`src/design/ifp_regs.svh`:
```
`ifndef IFP_REGS_SVH
`define IFP_REGS_SVH

// Special-function register addresses
`define IFP_ADDR_TMR_EXT_CTRL 8'h88
`define IFP_ADDR_EXT_FLAGS 8'h91
`define IFP_ADDR_SER0_CTRL 8'h98
`define IFP_ADDR_PEND_SUM_A 8'h9E
`define IFP_ADDR_PEND_SUM_B 8'h9F
`define IFP_ADDR_SER1_CTRL 8'hC0
`define IFP_ADDR_EXT_ENABLE 8'hE8
`define IFP_ADDR_EXT_PRIO 8'hF8

// Reset values
`define IFP_RST_BYTE 8'h00
`define IFP_RST_EXT6 6'h00
`define IFP_RST_FLAG5 5'h00

// Timer / external interrupt control fields, per channel stride
`define IFP_TC_SENSE_LSB 0
`define IFP_TC_FLAG_LSB 1
`define IFP_TC_RUN_LSB 4
`define IFP_TC_OVF_LSB 5
`define IFP_TC_STRIDE 2

// Serial control fields
`define IFP_SC_RX_FLAG 0
`define IFP_SC_TX_FLAG 1
`define IFP_SC_RX_NINTH 2
`define IFP_SC_TX_NINTH 3
`define IFP_SC_RX_EN 4
`define IFP_SC_MPROC 5
`define IFP_SC_MODE_LO 6
`define IFP_SC_MODE_HI 7

// Extended flag fields
`define IFP_EF_DMA 0
`define IFP_EF_PCA 1
`define IFP_EF_PERIPH 2
`define IFP_EF_SWDMA 3
`define IFP_EF_WAKE 4

// Pending summary fields
`define IFP_PS_FIRST_LSB 2
`define IFP_PS_SER2 0

// Widths
`define IFP_NUM_SRC 13
`define IFP_NUM_EXT 6
`define IFP_NUM_BASE 7
`define IFP_NUM_EFLAG 5
`define IFP_NUM_PSUM_A 6
`define IFP_EA_BIT 7

`endif

```
`src/design/ifp_pkg.sv`:
```
package ifp_pkg;

  // Interrupt sources in natural priority order, lowest code served first
  typedef enum logic [3:0] {
    SRC_EXT_A = 4'h0,
    SRC_TMR_A = 4'h1,
    SRC_EXT_B = 4'h2,
    SRC_TMR_B = 4'h3,
    SRC_SER0 = 4'h4,
    SRC_TMR_C = 4'h5,
    SRC_SER1 = 4'h6,
    SRC_DMA = 4'h7,
    SRC_PCA = 4'h8,
    SRC_PERIPH = 4'h9,
    SRC_SWDMA = 4'hA,
    SRC_WAKE = 4'hB,
    SRC_WDOG = 4'hC
  } ifp_src_t;

  // Serial operating modes
  typedef enum logic [1:0] {
    SER_MODE0 = 2'h0,
    SER_MODE1 = 2'h1,
    SER_MODE2 = 2'h2,
    SER_MODE3 = 2'h3
  } ifp_ser_mode_t;

endpackage : ifp_pkg

```
`src/design/ifp_arb_if.sv`:
```
`timescale 1ns/1ps
`include "ifp_regs.svh"

interface ifp_arb_if;
  logic [`IFP_NUM_SRC-1:0] pend;
  logic [`IFP_NUM_SRC-1:0] en;
  logic [`IFP_NUM_SRC-1:0] prio;
  logic gie;
  logic req;
  logic high;
  ifp_pkg::ifp_src_t src;

  modport ctrl (output pend, output en, output prio, output gie,
                input req, input high, input src);
  modport arb (input pend, input en, input prio, input gie,
               output req, output high, output src);
endinterface : ifp_arb_if

```
`src/design/ifp_arb.sv`:
```
`timescale 1ns/1ps
`include "ifp_regs.svh"

module ifp_arb (
  ifp_arb_if.arb a
);

  logic [`IFP_NUM_SRC-1:0] live_hi;
  logic [`IFP_NUM_SRC-1:0] live_lo;

  // Split enabled requests into the two priority groups
  for (genvar i = 0; i < `IFP_NUM_SRC; i++) begin : g_mask
    assign live_hi[i] = a.gie & a.en[i] & a.pend[i] & a.prio[i];
    assign live_lo[i] = a.gie & a.en[i] & a.pend[i] & ~a.prio[i];
  end

  // High group first, then lowest natural index; loop runs downward
  always_comb begin
    logic [`IFP_NUM_SRC-1:0] pick;
    pick = (|live_hi) ? live_hi : live_lo;
    a.src = ifp_pkg::SRC_EXT_A;
    for (int i = `IFP_NUM_SRC - 1; i >= 0; i--) begin
      if (pick[i]) begin
        a.src = ifp_pkg::ifp_src_t'(i[3:0]);
      end
    end
    a.req = |pick;
    a.high = |live_hi;
  end

endmodule : ifp_arb

```
`src/design/ifp_ctrl.sv`:
```
`timescale 1ns/1ps
`include "ifp_regs.svh"

// Summary of operation
// RULE1 - Interrupt bits in control register software writable; code writes only the overflow flags, not the pin flags
// RULE2 - Level mode flag follows pin, ignores writes
// RULE3 - Tick and wake flags ignore written ones
// RULE4 - Sense bit: one falling edge, zero low
// RULE5 - Pin flags read-only, cleared on vectoring; code clears them only in edge mode, in level mode the flag follows the pin
// RULE6 - Per-timer run bit starts or stops timer
// RULE7 - Overflow sets flag, vectoring clears it
// RULE8 - Serial done sets flags, software clears
// RULE9 - Ninth bit or stop bit captured by mode
// RULE10 - Written ninth bit sent in modes 2/3
// RULE11 - Reception accepted only while enabled
// RULE12 - Serial control holds multiprocessor and mode bits
// RULE13 - Extended enable bits 0-5, one enables
// RULE14 - Extended priority bits match, one is high
// RULE15 - Software should give DMA high priority
// RULE16 - DMA, counter, merged flags cleared on vectoring
// RULE17 - Software clears tick and wake flags
// RULE18 - Peripheral requests ORed onto shared line
// RULE19 - First summary reports six peripherals, bits 2-7
// RULE20 - Second summary reports third serial, bit 0
// RULE21 - Nothing reaches CPU without global enable
// RULE22 - High group first, then lowest natural number
module ifp_ctrl (
  input wire logic CLK_I,
  input wire logic RST_N_I,
  input wire logic [7:0] SFR_ADDR_I,
  input wire logic SFR_WR_I,
  input wire logic [7:0] SFR_WDATA_I,
  input wire logic SFR_RD_I,
  output logic [7:0] SFR_RDATA_O,
  input wire logic [1:0] EXT_IRQ_PIN_N_I,
  input wire logic [1:0] TIMER_OVF_I,
  input wire logic TIMER_C_FLAG_I,
  input wire logic [1:0] SER_RX_DONE_I,
  input wire logic [1:0] SER_TX_DONE_I,
  input wire logic [1:0] SER_RX_BIT9_I,
  input wire logic DMA_REQ_I,
  input wire logic PCA_REQ_I,
  input wire logic SWDMA_TICK_I,
  input wire logic WAKE_I,
  input wire logic WDOG_FLAG_I,
  input wire logic [5:0] PERIPH_PEND_I,
  input wire logic SER2_PEND_I,
  input wire logic [7:0] BASE_EN_I,
  input wire logic [6:0] BASE_PRIO_I,
  input wire logic VEC_ACK_I,
  input wire logic [3:0] VEC_ACK_SRC_I,
  output logic IRQ_REQ_O,
  output logic IRQ_HIGH_O,
  output logic [3:0] IRQ_SRC_O,
  output logic [1:0] TIMER_RUN_O,
  output logic [3:0] SER_MODE_O,
  output logic [1:0] SER_RX_EN_O,
  output logic [1:0] SER_MPROC_O,
  output logic [1:0] SER_TX_NINTH_O
);

  ifp_arb_if arb_bus ();

  logic [1:0] pin_q;
  logic [1:0] ext_sense;
  logic [1:0] ext_flag;
  logic [1:0] tmr_run;
  logic [1:0] tmr_ovf;
  logic [7:0] ser_reg [2];
  logic [`IFP_NUM_EXT-1:0] ext_en;
  logic [`IFP_NUM_EXT-1:0] ext_prio;
  logic [`IFP_NUM_EFLAG-1:0] eflag;
  logic [`IFP_NUM_PSUM_A-1:0] psum_a;
  logic psum_b;
  logic periph_line;
  logic [`IFP_NUM_SRC-1:0] ack_hit;
  logic wr_timer_ext_int_control;
  logic wr_eif;
  logic wr_eie;
  logic wr_eip;
  logic [1:0] wr_ser;

  ////////////////////////////////////////////////////////////////////////
  // Write decode and vector acknowledge

  assign wr_timer_ext_int_control = SFR_WR_I && (SFR_ADDR_I == `IFP_ADDR_TMR_EXT_CTRL);
  assign wr_eif = SFR_WR_I && (SFR_ADDR_I == `IFP_ADDR_EXT_FLAGS);
  assign wr_eie = SFR_WR_I && (SFR_ADDR_I == `IFP_ADDR_EXT_ENABLE);
  assign wr_eip = SFR_WR_I && (SFR_ADDR_I == `IFP_ADDR_EXT_PRIO);
  assign wr_ser[0] = SFR_WR_I && (SFR_ADDR_I == `IFP_ADDR_SER0_CTRL);
  assign wr_ser[1] = SFR_WR_I && (SFR_ADDR_I == `IFP_ADDR_SER1_CTRL);

  // One-hot acknowledge; out-of-range codes hit nothing
  always_comb begin
    ack_hit = '0;
    if (VEC_ACK_I && (VEC_ACK_SRC_I < 4'(`IFP_NUM_SRC))) begin
      ack_hit[VEC_ACK_SRC_I] = 1'b1;
    end
  end

  ////////////////////////////////////////////////////////////////////////
  // External pins and timers, channel a then b

  for (genvar i = 0; i < 2; i++) begin : g_chan
    localparam int EXT_IDX = `IFP_TC_STRIDE * i;
    localparam int TMR_IDX = `IFP_TC_STRIDE * i + 1;

    // Previous pin sample for falling-edge detection
    always_ff @(posedge CLK_I or negedge RST_N_I) begin
      if (!RST_N_I) begin
        pin_q[i] <= 1'b1;
      end else begin
        pin_q[i] <= EXT_IRQ_PIN_N_I[i];
      end
    end

    // Sense select and run control are plain software bits
    always_ff @(posedge CLK_I or negedge RST_N_I) begin
      if (!RST_N_I) begin
        ext_sense[i] <= 1'b0;
        tmr_run[i] <= 1'b0;
      end else if (wr_timer_ext_int_control) begin
        // RULE4 sense select
        ext_sense[i] <= SFR_WDATA_I[`IFP_TC_SENSE_LSB + `IFP_TC_STRIDE * i];
        // RULE6 run control
        tmr_run[i] <= SFR_WDATA_I[`IFP_TC_RUN_LSB + `IFP_TC_STRIDE * i];
      end
    end

    // Pin flag never takes software writes
    always_ff @(posedge CLK_I or negedge RST_N_I) begin
      if (!RST_N_I) begin
        ext_flag[i] <= 1'b0;
      end else if (ext_sense[i]) begin
        // RULE5 vectoring clears, fresh edge wins
        ext_flag[i] <= (pin_q[i] & ~EXT_IRQ_PIN_N_I[i]) | (ext_flag[i] & ~ack_hit[EXT_IDX]);
      end else begin
        // RULE2 level mode follows pin
        ext_flag[i] <= ~EXT_IRQ_PIN_N_I[i];
      end
    end

    // Overflow flag: hardware set beats write or vector clear
    always_ff @(posedge CLK_I or negedge RST_N_I) begin
      if (!RST_N_I) begin
        tmr_ovf[i] <= 1'b0;
      end else if (TIMER_OVF_I[i]) begin
        // RULE7 overflow sets flag
        tmr_ovf[i] <= 1'b1;
      end else if (wr_timer_ext_int_control) begin
        // RULE1 software raise or cancel
        tmr_ovf[i] <= SFR_WDATA_I[`IFP_TC_OVF_LSB + `IFP_TC_STRIDE * i];
      end else if (ack_hit[TMR_IDX]) begin
        tmr_ovf[i] <= 1'b0;
      end
    end
  end

  ////////////////////////////////////////////////////////////////////////
  // Serial port control, port 0 then 1

  for (genvar p = 0; p < 2; p++) begin : g_ser
    logic [7:0] base;
    logic rx_take;
    logic ninth_take;
    ifp_pkg::ifp_ser_mode_t mode;

    assign base = wr_ser[p] ? SFR_WDATA_I : ser_reg[p];
    assign mode = ifp_pkg::ifp_ser_mode_t'({ser_reg[p][`IFP_SC_MODE_HI],
                                            ser_reg[p][`IFP_SC_MODE_LO]});
    // RULE11 gated by receive enable
    assign rx_take = SER_RX_DONE_I[p] & ser_reg[p][`IFP_SC_RX_EN];
    // RULE9 ninth bit in modes 2/3, stop bit in mode 1 with multiprocessor bit clear
    assign ninth_take = rx_take && ((mode == ifp_pkg::SER_MODE2) ||
                        (mode == ifp_pkg::SER_MODE3) ||
                        ((mode == ifp_pkg::SER_MODE1) && !ser_reg[p][`IFP_SC_MPROC]));

    // Completion sets beat software clears in the same cycle
    always_ff @(posedge CLK_I or negedge RST_N_I) begin
      if (!RST_N_I) begin
        ser_reg[p] <= `IFP_RST_BYTE;
      end else begin
        // RULE12 mode and multiprocessor bits
        ser_reg[p] <= base;
        // RULE8 completion sets flags
        ser_reg[p][`IFP_SC_RX_FLAG] <= base[`IFP_SC_RX_FLAG] | rx_take;
        ser_reg[p][`IFP_SC_TX_FLAG] <= base[`IFP_SC_TX_FLAG] | SER_TX_DONE_I[p];
        if (ninth_take) begin
          ser_reg[p][`IFP_SC_RX_NINTH] <= SER_RX_BIT9_I[p];
        end
      end
    end

    assign SER_MODE_O[2*p +: 2] = {ser_reg[p][`IFP_SC_MODE_HI], ser_reg[p][`IFP_SC_MODE_LO]};
    assign SER_RX_EN_O[p] = ser_reg[p][`IFP_SC_RX_EN];
    assign SER_MPROC_O[p] = ser_reg[p][`IFP_SC_MPROC];
    // RULE10 ninth transmit bit to serializer
    assign SER_TX_NINTH_O[p] = ser_reg[p][`IFP_SC_TX_NINTH];
  end

  assign TIMER_RUN_O = tmr_run;

  ////////////////////////////////////////////////////////////////////////
  // Extended enable, priority, flags and peripheral summary

  // RULE13 extended enable and RULE14 extended priority
  always_ff @(posedge CLK_I or negedge RST_N_I) begin
    if (!RST_N_I) begin
      ext_en <= `IFP_RST_EXT6;
      ext_prio <= `IFP_RST_EXT6;
    end else begin
      if (wr_eie) begin
        ext_en <= SFR_WDATA_I[`IFP_NUM_EXT-1:0];
      end
      if (wr_eip) begin
        ext_prio <= SFR_WDATA_I[`IFP_NUM_EXT-1:0];
      end
    end
  end

  // RULE18 merged line and RULE19 RULE20 summaries
  always_ff @(posedge CLK_I or negedge RST_N_I) begin
    if (!RST_N_I) begin
      periph_line <= 1'b0;
      psum_a <= '0;
      psum_b <= 1'b0;
    end else begin
      periph_line <= (|PERIPH_PEND_I) | SER2_PEND_I;
      psum_a <= PERIPH_PEND_I;
      psum_b <= SER2_PEND_I;
    end
  end

  // Read-only flags; the source holding high keeps them set
  always_ff @(posedge CLK_I or negedge RST_N_I) begin
    if (!RST_N_I) begin
      eflag[`IFP_EF_PERIPH:`IFP_EF_DMA] <= '0;
    end else begin
      // RULE16 vector clears, set wins
      eflag[`IFP_EF_DMA] <= DMA_REQ_I | (eflag[`IFP_EF_DMA] & ~ack_hit[ifp_pkg::SRC_DMA]);
      eflag[`IFP_EF_PCA] <= PCA_REQ_I | (eflag[`IFP_EF_PCA] & ~ack_hit[ifp_pkg::SRC_PCA]);
      eflag[`IFP_EF_PERIPH] <= periph_line |
                               (eflag[`IFP_EF_PERIPH] & ~ack_hit[ifp_pkg::SRC_PERIPH]);
    end
  end

  // Tick and wake: software may only clear, vectoring leaves them alone
  always_ff @(posedge CLK_I or negedge RST_N_I) begin
    if (!RST_N_I) begin
      eflag[`IFP_EF_WAKE:`IFP_EF_SWDMA] <= '0;
    end else begin
      // RULE3 written one ignored
      eflag[`IFP_EF_SWDMA] <= SWDMA_TICK_I |
                              (eflag[`IFP_EF_SWDMA] & ~(wr_eif & ~SFR_WDATA_I[`IFP_EF_SWDMA]));
      eflag[`IFP_EF_WAKE] <= WAKE_I |
                             (eflag[`IFP_EF_WAKE] & ~(wr_eif & ~SFR_WDATA_I[`IFP_EF_WAKE]));
    end
  end

  ////////////////////////////////////////////////////////////////////////
  // Arbitration; DMA should be set high by software for best latency

  assign arb_bus.pend = {WDOG_FLAG_I, eflag, ser_reg[1][`IFP_SC_RX_FLAG] |
                         ser_reg[1][`IFP_SC_TX_FLAG], TIMER_C_FLAG_I,
                         ser_reg[0][`IFP_SC_RX_FLAG] | ser_reg[0][`IFP_SC_TX_FLAG],
                         tmr_ovf[1], ext_flag[1], tmr_ovf[0], ext_flag[0]};
  assign arb_bus.en = {ext_en, BASE_EN_I[`IFP_NUM_BASE-1:0]};
  assign arb_bus.prio = {ext_prio, BASE_PRIO_I};
  assign arb_bus.gie = BASE_EN_I[`IFP_EA_BIT];

  ifp_arb u_arb (
    .a (arb_bus.arb)
  );

  // RULE21 global gate and RULE22 ordering, registered to the core
  always_ff @(posedge CLK_I or negedge RST_N_I) begin
    if (!RST_N_I) begin
      IRQ_REQ_O <= 1'b0;
      IRQ_HIGH_O <= 1'b0;
      IRQ_SRC_O <= 4'h0;
    end else begin
      IRQ_REQ_O <= arb_bus.req;
      IRQ_HIGH_O <= arb_bus.high;
      IRQ_SRC_O <= arb_bus.src;
    end
  end

  ////////////////////////////////////////////////////////////////////////
  // Read port, one cycle latency; unmapped addresses read zero

  always_ff @(posedge CLK_I or negedge RST_N_I) begin
    if (!RST_N_I) begin
      SFR_RDATA_O <= `IFP_RST_BYTE;
    end else if (SFR_RD_I) begin
      unique case (SFR_ADDR_I)
        `IFP_ADDR_TMR_EXT_CTRL: SFR_RDATA_O <= {tmr_ovf[1], tmr_run[1], tmr_ovf[0],
                                                tmr_run[0], ext_flag[1], ext_sense[1],
                                                ext_flag[0], ext_sense[0]};
        `IFP_ADDR_EXT_FLAGS: SFR_RDATA_O <= 8'(eflag);
        `IFP_ADDR_SER0_CTRL: SFR_RDATA_O <= ser_reg[0];
        `IFP_ADDR_SER1_CTRL: SFR_RDATA_O <= ser_reg[1];
        `IFP_ADDR_PEND_SUM_A: SFR_RDATA_O <= {psum_a, 2'h0};
        `IFP_ADDR_PEND_SUM_B: SFR_RDATA_O <= 8'(psum_b);
        `IFP_ADDR_EXT_ENABLE: SFR_RDATA_O <= 8'(ext_en);
        `IFP_ADDR_EXT_PRIO: SFR_RDATA_O <= 8'(ext_prio);
        default: SFR_RDATA_O <= `IFP_RST_BYTE;
      endcase
    end
  end
endmodule : ifp_ctrl

```
`config.mk`:
```
export PLATFORM = sky130hd
export DESIGN_NAME = ifp_ctrl
export DESIGN_NICKNAME = d
export VERILOG_FILES = /design/src/design/ifp_pkg.sv /design/src/design/ifp_arb_if.sv /design/src/design/ifp_arb.sv /design/src/design/ifp_ctrl.sv
export VERILOG_INCLUDE_DIRS = /design/src /design/src/design
export SDC_FILE = /design/constraint.sdc
export NUM_CORES = 1
export LEC_CHECK = 0
export BUFFER_PORTS_ARGS = -buffer_cell sky130_fd_sc_hd__buf_4
export CAP_MARGIN = 0
export CORE_UTILIZATION = 45
export CTS_CLUSTER_SIZE = 10
export DETAILED_ROUTE_END_ITERATION = 16
export PLACE_DENSITY_LB_ADDON = 0.08
export SYNTH_ARGS = -nofsm -noshare
export SYNTH_HDL_FRONTEND = slang
export SYNTH_SLANG_ARGS = --single-unit
export TNS_END_PERCENT = 10
```
`constraint.sdc`:
```
create_clock -name CLK_I -period 2.3 [get_ports CLK_I]
set_input_delay 0.23 -clock CLK_I [delete_from_list [all_inputs] [get_ports CLK_I]]
set_output_delay 0.23 -clock CLK_I [all_outputs]
set_load 0.05 [all_outputs]
```
==> impl_metrics.tcl, run 1 <==
set metrics [dict create \
    crit_path_end_kind "flop" \
    fin_crit_ns 2.13 \
    die_w_um 88.1 \
    max_slew_margin_pct 46.4 \
    first_global_vias 2763 \
    fin_crit_sh_pct 92.5 \
    vias 2954 \
    yosys_warnings 0 \
    io_buffers 88 \
    path_cells "o211ai_1, nor2_1, a2111oi_4, buf_4, a21oi_1, o22ai_1, nor4_1, nor2b_1" \
    maxCapViolations 0 \
    hold_viol_final 34 \
    synth_edf_count 0 \
    gp_congestion 0.853 \
    die_h_um 88.1 \
    cts.sinks 65 \
    final_area_mm2 0.00437 \
    cts_max_path_buffers 2 \
    cp_slowest_cell "dfrtp_1" \
    rsz0062_at_grt "yes" \
    gr-total-overflow 0 \
    area_growth_pct 31.0 \
    synth_area_leader_cell "dfrtp_1" \
    largest_reg_flops 9 \
    wirelength_um 9440 \
    ant_nets 0 \
    core-area_mm2 0.00721 \
    grt_pass1_wl_um 14700 \
    ys_types 55 \
    layout-drive-gt1-share_pct 37.0 \
    async_flop_share_pct 100 \
    vdd_ir_drop_max_v 0.000413 \
    reg2reg_from "ser_reg[9]$_DFF_PN0_" \
    violations "hold timing" \
    cp-start-kind "flop" \
    clk_pin_slew_ns 0.07 \
    grt_start_max_net_pins 66 \
    power_density_mw_per_mm2 655 \
    path_class "flop to flop" \
    crit_fanout 9 \
    cts_root_buf "clkbuf_8" \
    netlist.area_leader.share_pct 47.3 \
    cp_slowest_stage_delay_ns 0.40 \
    critPathRequiredTime_ns 2.53 \
    cts_buffers 9 \
    first_pass_iters 5 \
    synthFlopType "dfrtp_1" \
    drc 0 \
    status "complete, but fails checks" \
    grt.total_usage_pct 26.0 \
    instances_no_fill 507 \
    via_per_inst 5.83 \
    final.setup.tns_ns 0 \
    ios 89 \
    worst_hold_slack_ns -0.0270 \
    fin_nets 466 \
    antenna_found_initial 0 \
    synth_area_mm2 0.00333 \
    dieArea_mm2 0.00775 \
    drt_iter0_markers 292 \
    hold_path.class "primary input to async pin" \
    initial_core_util_pct 46.2 \
    placed_area_mm2 0.00403 \
    place_inst 481 \
    clock_latency_ns 0.34 \
    synth.area.top_cells "dfrtp_1 (47%), mux2_2 (9.5%), buf_4 (2.3%)" \
    diodes 0 \
    max_freq_mhz 470 \
    tightestPinTransition_ns 0.804 \
    reg2regPathDepth 8 \
    leakage_nw 1.99 \
    report.final.setup_viol 0 \
    hpwl_um 7000 \
    rows 31 \
    ys_seq_area_share_pct 48.9 \
    syn_nets 372 \
    r2r-end "IRQ_SRC_O[3]$_DFF_PN0_" \
    htreeDepth 3 \
    tritoncts "built" \
    wl_per_cell_um 18.6 \
    fin_skew_ns 0.00657 \
    worst_ep_arrival_time_ns 2.36 \
    synthCells 309 \
    drv_slew 0 \
    avgSynthCellArea_um2 10.8 \
    reg2reg_setup_slack_ns 0.17 \
    ys_seq_elements 65 \
]
cells in the mapped netlist, drive strengths merged (2+ instances only):
master and number:
o22ai 8, nor4 3, nor3 3, o221ai 3
a32o 3, o2111a 2, dfrtp 63, buf 17
o2111ai 2, nand4 11, nand2 16, nand3 15
a21o 4, inv 7, a21oi 13, dfstp 2
and3 5, o211ai 3, nor2 20, nor3b 4
mux2 28, a222oi 5, nor2b 6, a31oi 9
a221oi 6, a22oi 6, mux2i 3, and2 8
a211o 3, clkbuf 7, o21ai 3, nand2b 5
cell families (layout without fill, tap and decap cells):
kind of cell,after synthesis,in the layout,share of synthesized area (%)
simple gates,103,103,16.7
flops,65,65,48.9
mux,31,31,10.4
buf+inv,31,130,5.52
compound gates,79,79,18.5
power by group:
part           switching, mW  internal (mW)  leakage [nW]
clock                  0.442          0.643         0.107
sequential            0.0605           1.22         0.799
combinational          0.293          0.206          1.08
total                  0.796           2.07          1.99
metal layers:
| metal | vias to the layer above | track usage, % | part of all wire [%] |
|---|---|---|---|
| met1 | 1467 | 36.1 | 44 |
| li1 | 1363 | - | - |
| met3 | 8 | 5.56 | 6.1 |
| met2 | 116 | 42.0 | 49 |
| met4 | 0 | 5.72 | 0.79 |
| met5 | - | 0 | 0 |
critical path: cells and delay by family (launching register included):
kind            cells  cell delay (ns)
flops               1             0.40
compound gates      4             1.05
buf+inv             1             0.22
simple gates        3             0.37
cell usage in the layout, fill, tap and decap left out, types with 3 or more instances in the layout:
| master | n |
|---|---|
| dlygate4sd3_1 | 9 |
| nand2_1 | 16 |
| nor3_1 | 3 |
| inv_1 | 7 |
| mux2i_1 | 3 |
| buf_4 | 98 |
| nor2b_1 | 6 |
| dfrtp_1 | 63 |
| o21ai_0 | 3 |
| o22ai_1 | 6 |
| nand2b_1 | 5 |
| nand3_1 | 15 |
| nand4_1 | 11 |
| and3_1 | 5 |
| a21oi_1 | 13 |
| o211ai_1 | 3 |
| a21o_1 | 4 |
| nor3b_1 | 3 |
| mux2_2 | 28 |
| a211o_1 | 3 |
| a222oi_1 | 5 |
| a31oi_1 | 9 |
| a221oi_1 | 5 |
| and2_1 | 7 |
| nor2_1 | 20 |
| nor4_1 | 3 |
| a22oi_1 | 6 |
| clkbuf_8 | 10 |
| a32o_1 | 3 |
final cells by class:
type | count | area (um^2)
Clock buffer | 12 | 145
Clock inverter | 4 | 76.3
Timing Repair Buffer | 107 | 826
Inverter | 7 | 26.3
Fill cell | 664 | 2850
Sequential cell | 65 | 1630
Tap cell | 99 | 124
Multi-Input combinational cell | 213 | 1540
metrics by stage:
| step | hold slack [ns] | power, mW | util [%] | setup slack (ns) |
|---|---|---|---|---|
| 2_1_floorplan | -0.0656 | 1.57 | - | 0.235 |
| 3_3_place_gp | 0.350 | 1.77 | 55.8 | 0.132 |
| 3_5_place_dp | 0.351 | 1.78 | 55.8 | 0.113 |
| 4_1_cts | 0.000864 | 2.88 | 60.0 | 0.125 |
| 5_1_grt | 0.0456 | 2.98 | 60.5 | -0.0120 |
| 6_report | -0.0270 | 2.86 | 60.5 | 0.172 |
what timing repair did:
action                                  in CTS  in global routing
hold buffers                                 8                  1
gates resized for setup                      0                  4
hold endpoints to repair                     8                  1
endpoints found under the setup margin       0                  4
setup buffers                                0                  1
how the worst max path moves through the flow:
stage	end	cells past startpoint	slack, ns	from
2_1_floorplan	IRQ_SRC_O[2]$_DFF_PN0_	8	0.23	ser_reg[8]$_DFF_PN0_
3_3_place_gp	IRQ_SRC_O[0]$_DFF_PN0_	8	0.13	ser_reg[8]$_DFF_PN0_
3_5_place_dp	IRQ_SRC_O[3]$_DFF_PN0_	9	0.11	BASE_EN_I[7]
4_1_cts	IRQ_SRC_O[1]$_DFF_PN0_	8	0.13	ser_reg[8]$_DFF_PN0_
5_1_grt	IRQ_SRC_O[3]$_DFF_PN0_	8	-0.01	ser_reg[9]$_DFF_PN0_
6_report	IRQ_SRC_O[3]$_DFF_PN0_	8	0.17	ser_reg[9]$_DFF_PN0_
(Power assumes the default switching activity.)
==> inputs of run 2 (changes only) <==
Settings changed: CTS_BUF_LIST set to sky130_fd_sc_hd__clkbuf_4.
==> impl_metrics.tcl, run 2 (synthesized netlist as in run 1, its figures left out) <==
set metrics [dict create \
    status "completed" \
    clkPwrFrac_pct 33.2 \
    drc 0 \
    grt_pass1_wl_um 14800 \
    diodes 0 \
    cts_root_buf "clkbuf_4" \
    antenna_found_initial 0 \
    first_pass_iters 5 \
    grt.total_usage_pct 26.2 \
    rows 31 \
    max_slew_margin_pct 45.9 \
    cts.sinks 65 \
    vdd_ir_drop_max_v 0.000309 \
    vias 2964 \
    io_buffers 88 \
    fin_nets 475 \
    placed_area_mm2 0.00403 \
    final_area_mm2 0.00440 \
    intPower_mw 1.90 \
    cts_buffers 9 \
    cp-start-kind "flop" \
    die_h_um 88.1 \
    p_sw_share_pct 29.1 \
    netSwitchingPower_uw 780 \
    seqCellArea_mm2 0.00163 \
    final_core_util_pct 61.0 \
    maxCapViolations 0 \
    hp-start "SER_TX_DONE_I[0]" \
    initial_core_util_pct 46.2 \
    drt_iter0_markers 279 \
    via_per_inst 5.74 \
    hold_viol_final 0 \
    grt_start_max_net_pins 66 \
    path_buf_inv 0 \
    tightestPinTransition_ns 0.811 \
    clock_latency_ns 0.41 \
    report.final.setup_viol 0 \
    fin_crit_sh_pct 92.5 \
    drv_slew 0 \
    setup_slack_ns 0.172 \
    reg2reg_setup_slack_ns 0.17 \
    ios 89 \
    hold_path.class "primary input to flop" \
    worst_ep_arrival_time_ns 2.42 \
    leakage_nw 2.01 \
    max_freq_mhz 470 \
    cts_max_path_buffers 2 \
    cp_slowest_stage_delay_ns 0.41 \
    die_w_um 88.1 \
    comb_power_share_pct 19.1 \
    final.setup.tns_ns 0 \
    ant_nets 0 \
    crit_path_end_kind "flop" \
    dp_slack_ns 0.113 \
    multi_input_area_mm2 0.00154 \
    path_class "flop to flop" \
    reg2reg_from "ser_reg[9]$_DFF_PN0_" \
    gr-total-overflow 0 \
    area_growth_pct 32.1 \
    startpoint "ser_reg[9]$_DFF_PN0_" \
    crit_fanout 7 \
    power_density_mw_per_mm2 608 \
    clk_pin_slew_ns 0.11 \
    layout_common_cells "buf_4 (97), dfrtp_1 (63), mux2_2 (28), nor2_1 (20), dlygate4sd3_1 (18)" \
    dieArea_mm2 0.00775 \
    core-area_mm2 0.00721 \
    wl_per_cell_um 18.3 \
    critPathRequiredTime_ns 2.59 \
    hpwl_um 7000 \
    htreeDepth 3 \
    wirelength_um 9450 \
    first_global_vias 2804 \
    path_cells "o211ai_1, nor2_1, a2111oi_4, and2_2, o221ai_2, a311oi_1, nor3_1" \
    layout-drive-gt1-share_pct 36.5 \
    fillers 657 \
    total_power_mw 2.68 \
    largest_reg_flops 9 \
    fin_crit_ns 2.13 \
    gp_congestion 0.853 \
    tritoncts "built" \
    final_common_cell "buf_4" \
    fin_skew_ns 0.00838 \
    cp_top_family "compound AO/OA/AOI/OAI gates" \
    cp_slowest_cell "dfrtp_1" \
    power_frac_seq_pct 47.7 \
]
[run 2: cell types whose count changed in the layout (fill, tap and decap cells not counted), sizes merged]
cell / change
clkbuf: -1
clkinv: +1
dlygate4sd3: +9
[run 2: final timing paths]
path / to / depth (start not counted)
setup / recovery: IRQ_SRC_O[2]$_DFF_PN0_ / 7
hold / removal: ser_reg[9]$_DFF_PN0_ / 2
setup reg to reg: IRQ_SRC_O[2]$_DFF_PN0_ / 7
hold reg to reg: arb_bus.pend[9]$_DFF_PN0_ / 1
max in group asynchronous: arb_bus.pend[3]$_DFFE_PN0P_ / 2
min in group asynchronous: arb_bus.pend[11]$_DFF_PN0_ / 2
[run 2: power groups by stage]
| stage | logic (mW) | clock network (mW) | registers, mW |
|---|---|---|---|
| 3_3_place_gp | 0.479 | 0 | 1.29 |
| 4_1_cts | 0.506 | 0.902 | 1.27 |
| 5_1_grt | 0.551 | 0.954 | 1.29 |
| 2_1_floorplan | 0.205 | 0 | 1.36 |
| 3_5_place_dp | 0.482 | 0 | 1.30 |
| 6_report | 0.512 | 0.889 | 1.28 |
[run 2: final cells by class]
class	instances	share of cell area, %
sequential	65	37.0
multi-input combinational	213	35.0
timing repair buffer	116	20.9
tap	99	2.81
clock buffer	11	1.88
clock inverter	5	1.82
inverter	7	0.597
[run 2: metrics by stage]
step | cells | hold slack [ns]
2_1_floorplan | 309 | -0.0656
3_3_place_gp | 481 | 0.350
3_5_place_dp | 481 | 0.351
4_1_cts | 515 | 0.000542
5_1_grt | 516 | 0.000607
6_report | 516 | 0.0221
[run 2: layer usage]
metal / routed length [um] / global-route usage [%]
met5: 0 / 0
met2: 4600 / 42.3
met1: 4220 / 35.9
met4: 138 / 8.65
met3: 496 / 4.43
[run 2: repair_timing]
item                                    CTS  global route
buffers inserted                          0             1
hold endpoints to repair                 82             0
endpoints found under the setup margin    0             4
hold buffers                             18             0
gates resized for setup                   0             5
==> inputs of run 3 (changes only) <==
Settings changed: ABC_AREA set to 1.
==> impl_metrics.tcl, run 3 <==
set metrics [dict create \
    avgSynthCellArea_um2 8.10 \
    report.final.setup_viol 0 \
    ys_seq_area_share_pct 47.4 \
    initial_core_util_pct 46.9 \
    synthFlopType "dfrtp_1" \
    cts_buffers 9 \
    p_sw_share_pct 31.4 \
    power_frac_seq_pct 50.0 \
    vdd_ir_drop_max_v 0.000374 \
    rsz0062_at_grt "no" \
    dieArea_mm2 0.00799 \
    layout-drive-gt1-share_pct 25.6 \
    vias 3215 \
    fin_skew_ns 0.0118 \
    antenna_found_initial 0 \
    dp_slack_ns 0.396 \
    tritoncts "built" \
    crit_path_end "IRQ_SRC_O[0]$_DFF_PN0_" \
    cts_hold_buf 15 \
    synth_area_leader_cell "dfrtp_1" \
    fin_nets 589 \
    comb_power_share_pct 20.6 \
    die_w_um 89.4 \
    max_freq_mhz 531 \
    clkPwrFrac_pct 29.4 \
    cts_max_path_buffers 2 \
    core-area_mm2 0.00733 \
    cts_root_buf "clkbuf_4" \
    async_flop_share_pct 100 \
    gr-total-overflow 0 \
    intPower_mw 1.73 \
    io_buffers 88 \
    first_global_vias 3071 \
    ctsResizeCount 0 \
    synthCells 424 \
    die_h_um 89.4 \
    fin_crit_sh_pct 81.8 \
    ys_types 45 \
    reg2reg_from "arb_bus.pend[8]$_DFF_PN0_" \
    hold_path.class "primary input to flop" \
    final.setup.tns_ns 0 \
    drt_iter0_markers 206 \
    wl_per_cell_um 14.7 \
    yosysMostFrequentCell "nand2_1" \
    synth.area.top_cells "dfrtp_1 (46%), nand2_1 (9.7%), inv_1 (7.3%)" \
    grt.total_usage_pct 25.6 \
    largest_reg_flops 9 \
    drc 0 \
    netSwitchingPower_uw 793 \
    cp-start-kind "flop" \
    max_slew_margin_pct 45.6 \
    reg2regPathDepth 16 \
    worst_ep_arrival_time_ns 2.19 \
    setup_slack_ns 0.417 \
    power_density_mw_per_mm2 571 \
    fin_crit_ns 1.88 \
    htreeDepth 3 \
    netlist.area_leader.share_pct 45.9 \
    r2r-end "IRQ_SRC_O[0]$_DFF_PN0_" \
    instances_no_fill 630 \
    final_common_cell "buf_4" \
    startpoint "arb_bus.pend[8]$_DFF_PN0_" \
    hold_viol_final 0 \
    crit_path_end_kind "flop" \
    gp_congestion 0.939 \
    area_growth_pct 28.6 \
    synth_edf_count 0 \
    crit_fanout 5 \
    syn_nets 487 \
    maxCapViolations 0 \
    yosys_warnings 0 \
    ys_seq_elements 65 \
    wirelength_um 9280 \
    grt_pass1_wl_um 14800 \
    critPathRequiredTime_ns 2.61 \
    clk_pin_slew_ns 0.11 \
    layout_common_cells "buf_4 (93), nand2_1 (89), inv_1 (67), dfrtp_1 (63), nor2_1 (36)" \
    clock_latency_ns 0.41 \
    rows 31 \
    diodes 0 \
    reg2reg_setup_slack_ns 0.42 \
    leakage_nw 2.22 \
    hpwl_um 7140 \
    ant_nets 0 \
    drv_slew 0 \
    cts_setup_buffers 0 \
    via_per_inst 5.10 \
    fillers 685 \
    synth_common_cells "nand2_1 (89), inv_1 (67), dfrtp_1 (63)" \
    first_pass_iters 5 \
    synth_area_mm2 0.00344 \
    tightestPinTransition_ns 0.816 \
    place_inst 599 \
    grt_start_max_net_pins 66 \
    cts.sinks 65 \
    ios 89 \
    status "completed" \
    path_class "flop to flop" \
]
[run 3: cells by family after synthesis]
family / synth area share (%)
multiplexers: 1.93
AND/OR/NAND/NOR: 24.1
buffers and inverters: 11.6
AO/OA/AOI/OAI: 15.0
flip-flops: 47.4
[run 3: layout make-up]
cell class | count | area (um^2) | share of cell area (%)
Clock buffer | 9 | 67.6 | 1.53
Inverter | 73 | 279 | 6.32
Tap cell | 99 | 124 | 2.80
Timing Repair Buffer | 108 | 848 | 19.2
Clock inverter | 7 | 61.3 | 1.39
Sequential cell | 65 | 1630 | 36.9
Multi-Input combinational cell | 269 | 1410 | 31.9
[run 3: worst max-delay path: stages (launching register included)]
cell and delay, ns:
dfrtp_1 0.46, nand4_1 0.14, nand2_2 0.07, nor3_4 0.29, nand2_4 0.12, nand2_1 0.08, nand2_1 0.06, nand2_1 0.07
nand2_1 0.05, nand2_1 0.05, nand2_1 0.04, nand2_1 0.05, nand2_1 0.04, nand2_1 0.07, nand2_1 0.05, nand2_1 0.08
a21oi_2 0.06
[run 3: per-layer routing]
| metal | part of all wire [%] | GRT usage, % | vias up |
|---|---|---|---|
| li1 | - | - | 1597 |
| met1 | 44 | 34.7 | 1499 |
| met2 | 48 | 41.9 | 108 |
| met3 | 6.4 | 3.32 | 11 |
| met4 | 1.4 | 9.52 | 0 |
| met5 | 0 | 0 | - |
[run 3: power by group through the flow]
stage | Clock [mW] | Sequential (mW) | Combinational [mW]
after floorplan | 0 | 1.33 | 0.248
after global placement | 0 | 1.28 | 0.494
after detailed placement | 0 | 1.28 | 0.500
after CTS | 0.758 | 1.26 | 0.522
after global routing | 0.810 | 1.27 | 0.569
final | 0.743 | 1.26 | 0.520
[run 3: stage by stage]
stage | area [um^2] | utilization [%] | power (mW) | hold slack [ns]
4_1_cts | 4420 | 60.3 | 2.54 | 0.000236
3_5_place_dp | 4140 | 56.5 | 1.78 | 0.350
6_report | 4420 | 60.3 | 2.52 | 0.0127
5_1_grt | 4420 | 60.3 | 2.65 | 0.0108
2_1_floorplan | 3440 | - | 1.58 | -0.0656
3_3_place_gp | 4140 | 56.5 | 1.78 | 0.349
[run 3: worst min path at each step]
| stage | cells after the start | start | end |
|---|---|---|---|
| after floorplan | 0 | RST_N_I | IRQ_HIGH_O$_DFF_PN0_ |
| after global routing | 3 | TIMER_OVF_I[1] | arb_bus.pend[3]$_DFFE_PN0P_ |
| after detailed placement | 1 | EXT_IRQ_PIN_N_I[0] | pin_q[0]$_DFF_PN1_ |
| after global placement | 1 | EXT_IRQ_PIN_N_I[0] | pin_q[0]$_DFF_PN1_ |
| after CTS | 3 | TIMER_OVF_I[1] | arb_bus.pend[3]$_DFFE_PN0P_ |
| final | 3 | TIMER_OVF_I[1] | arb_bus.pend[3]$_DFFE_PN0P_ |
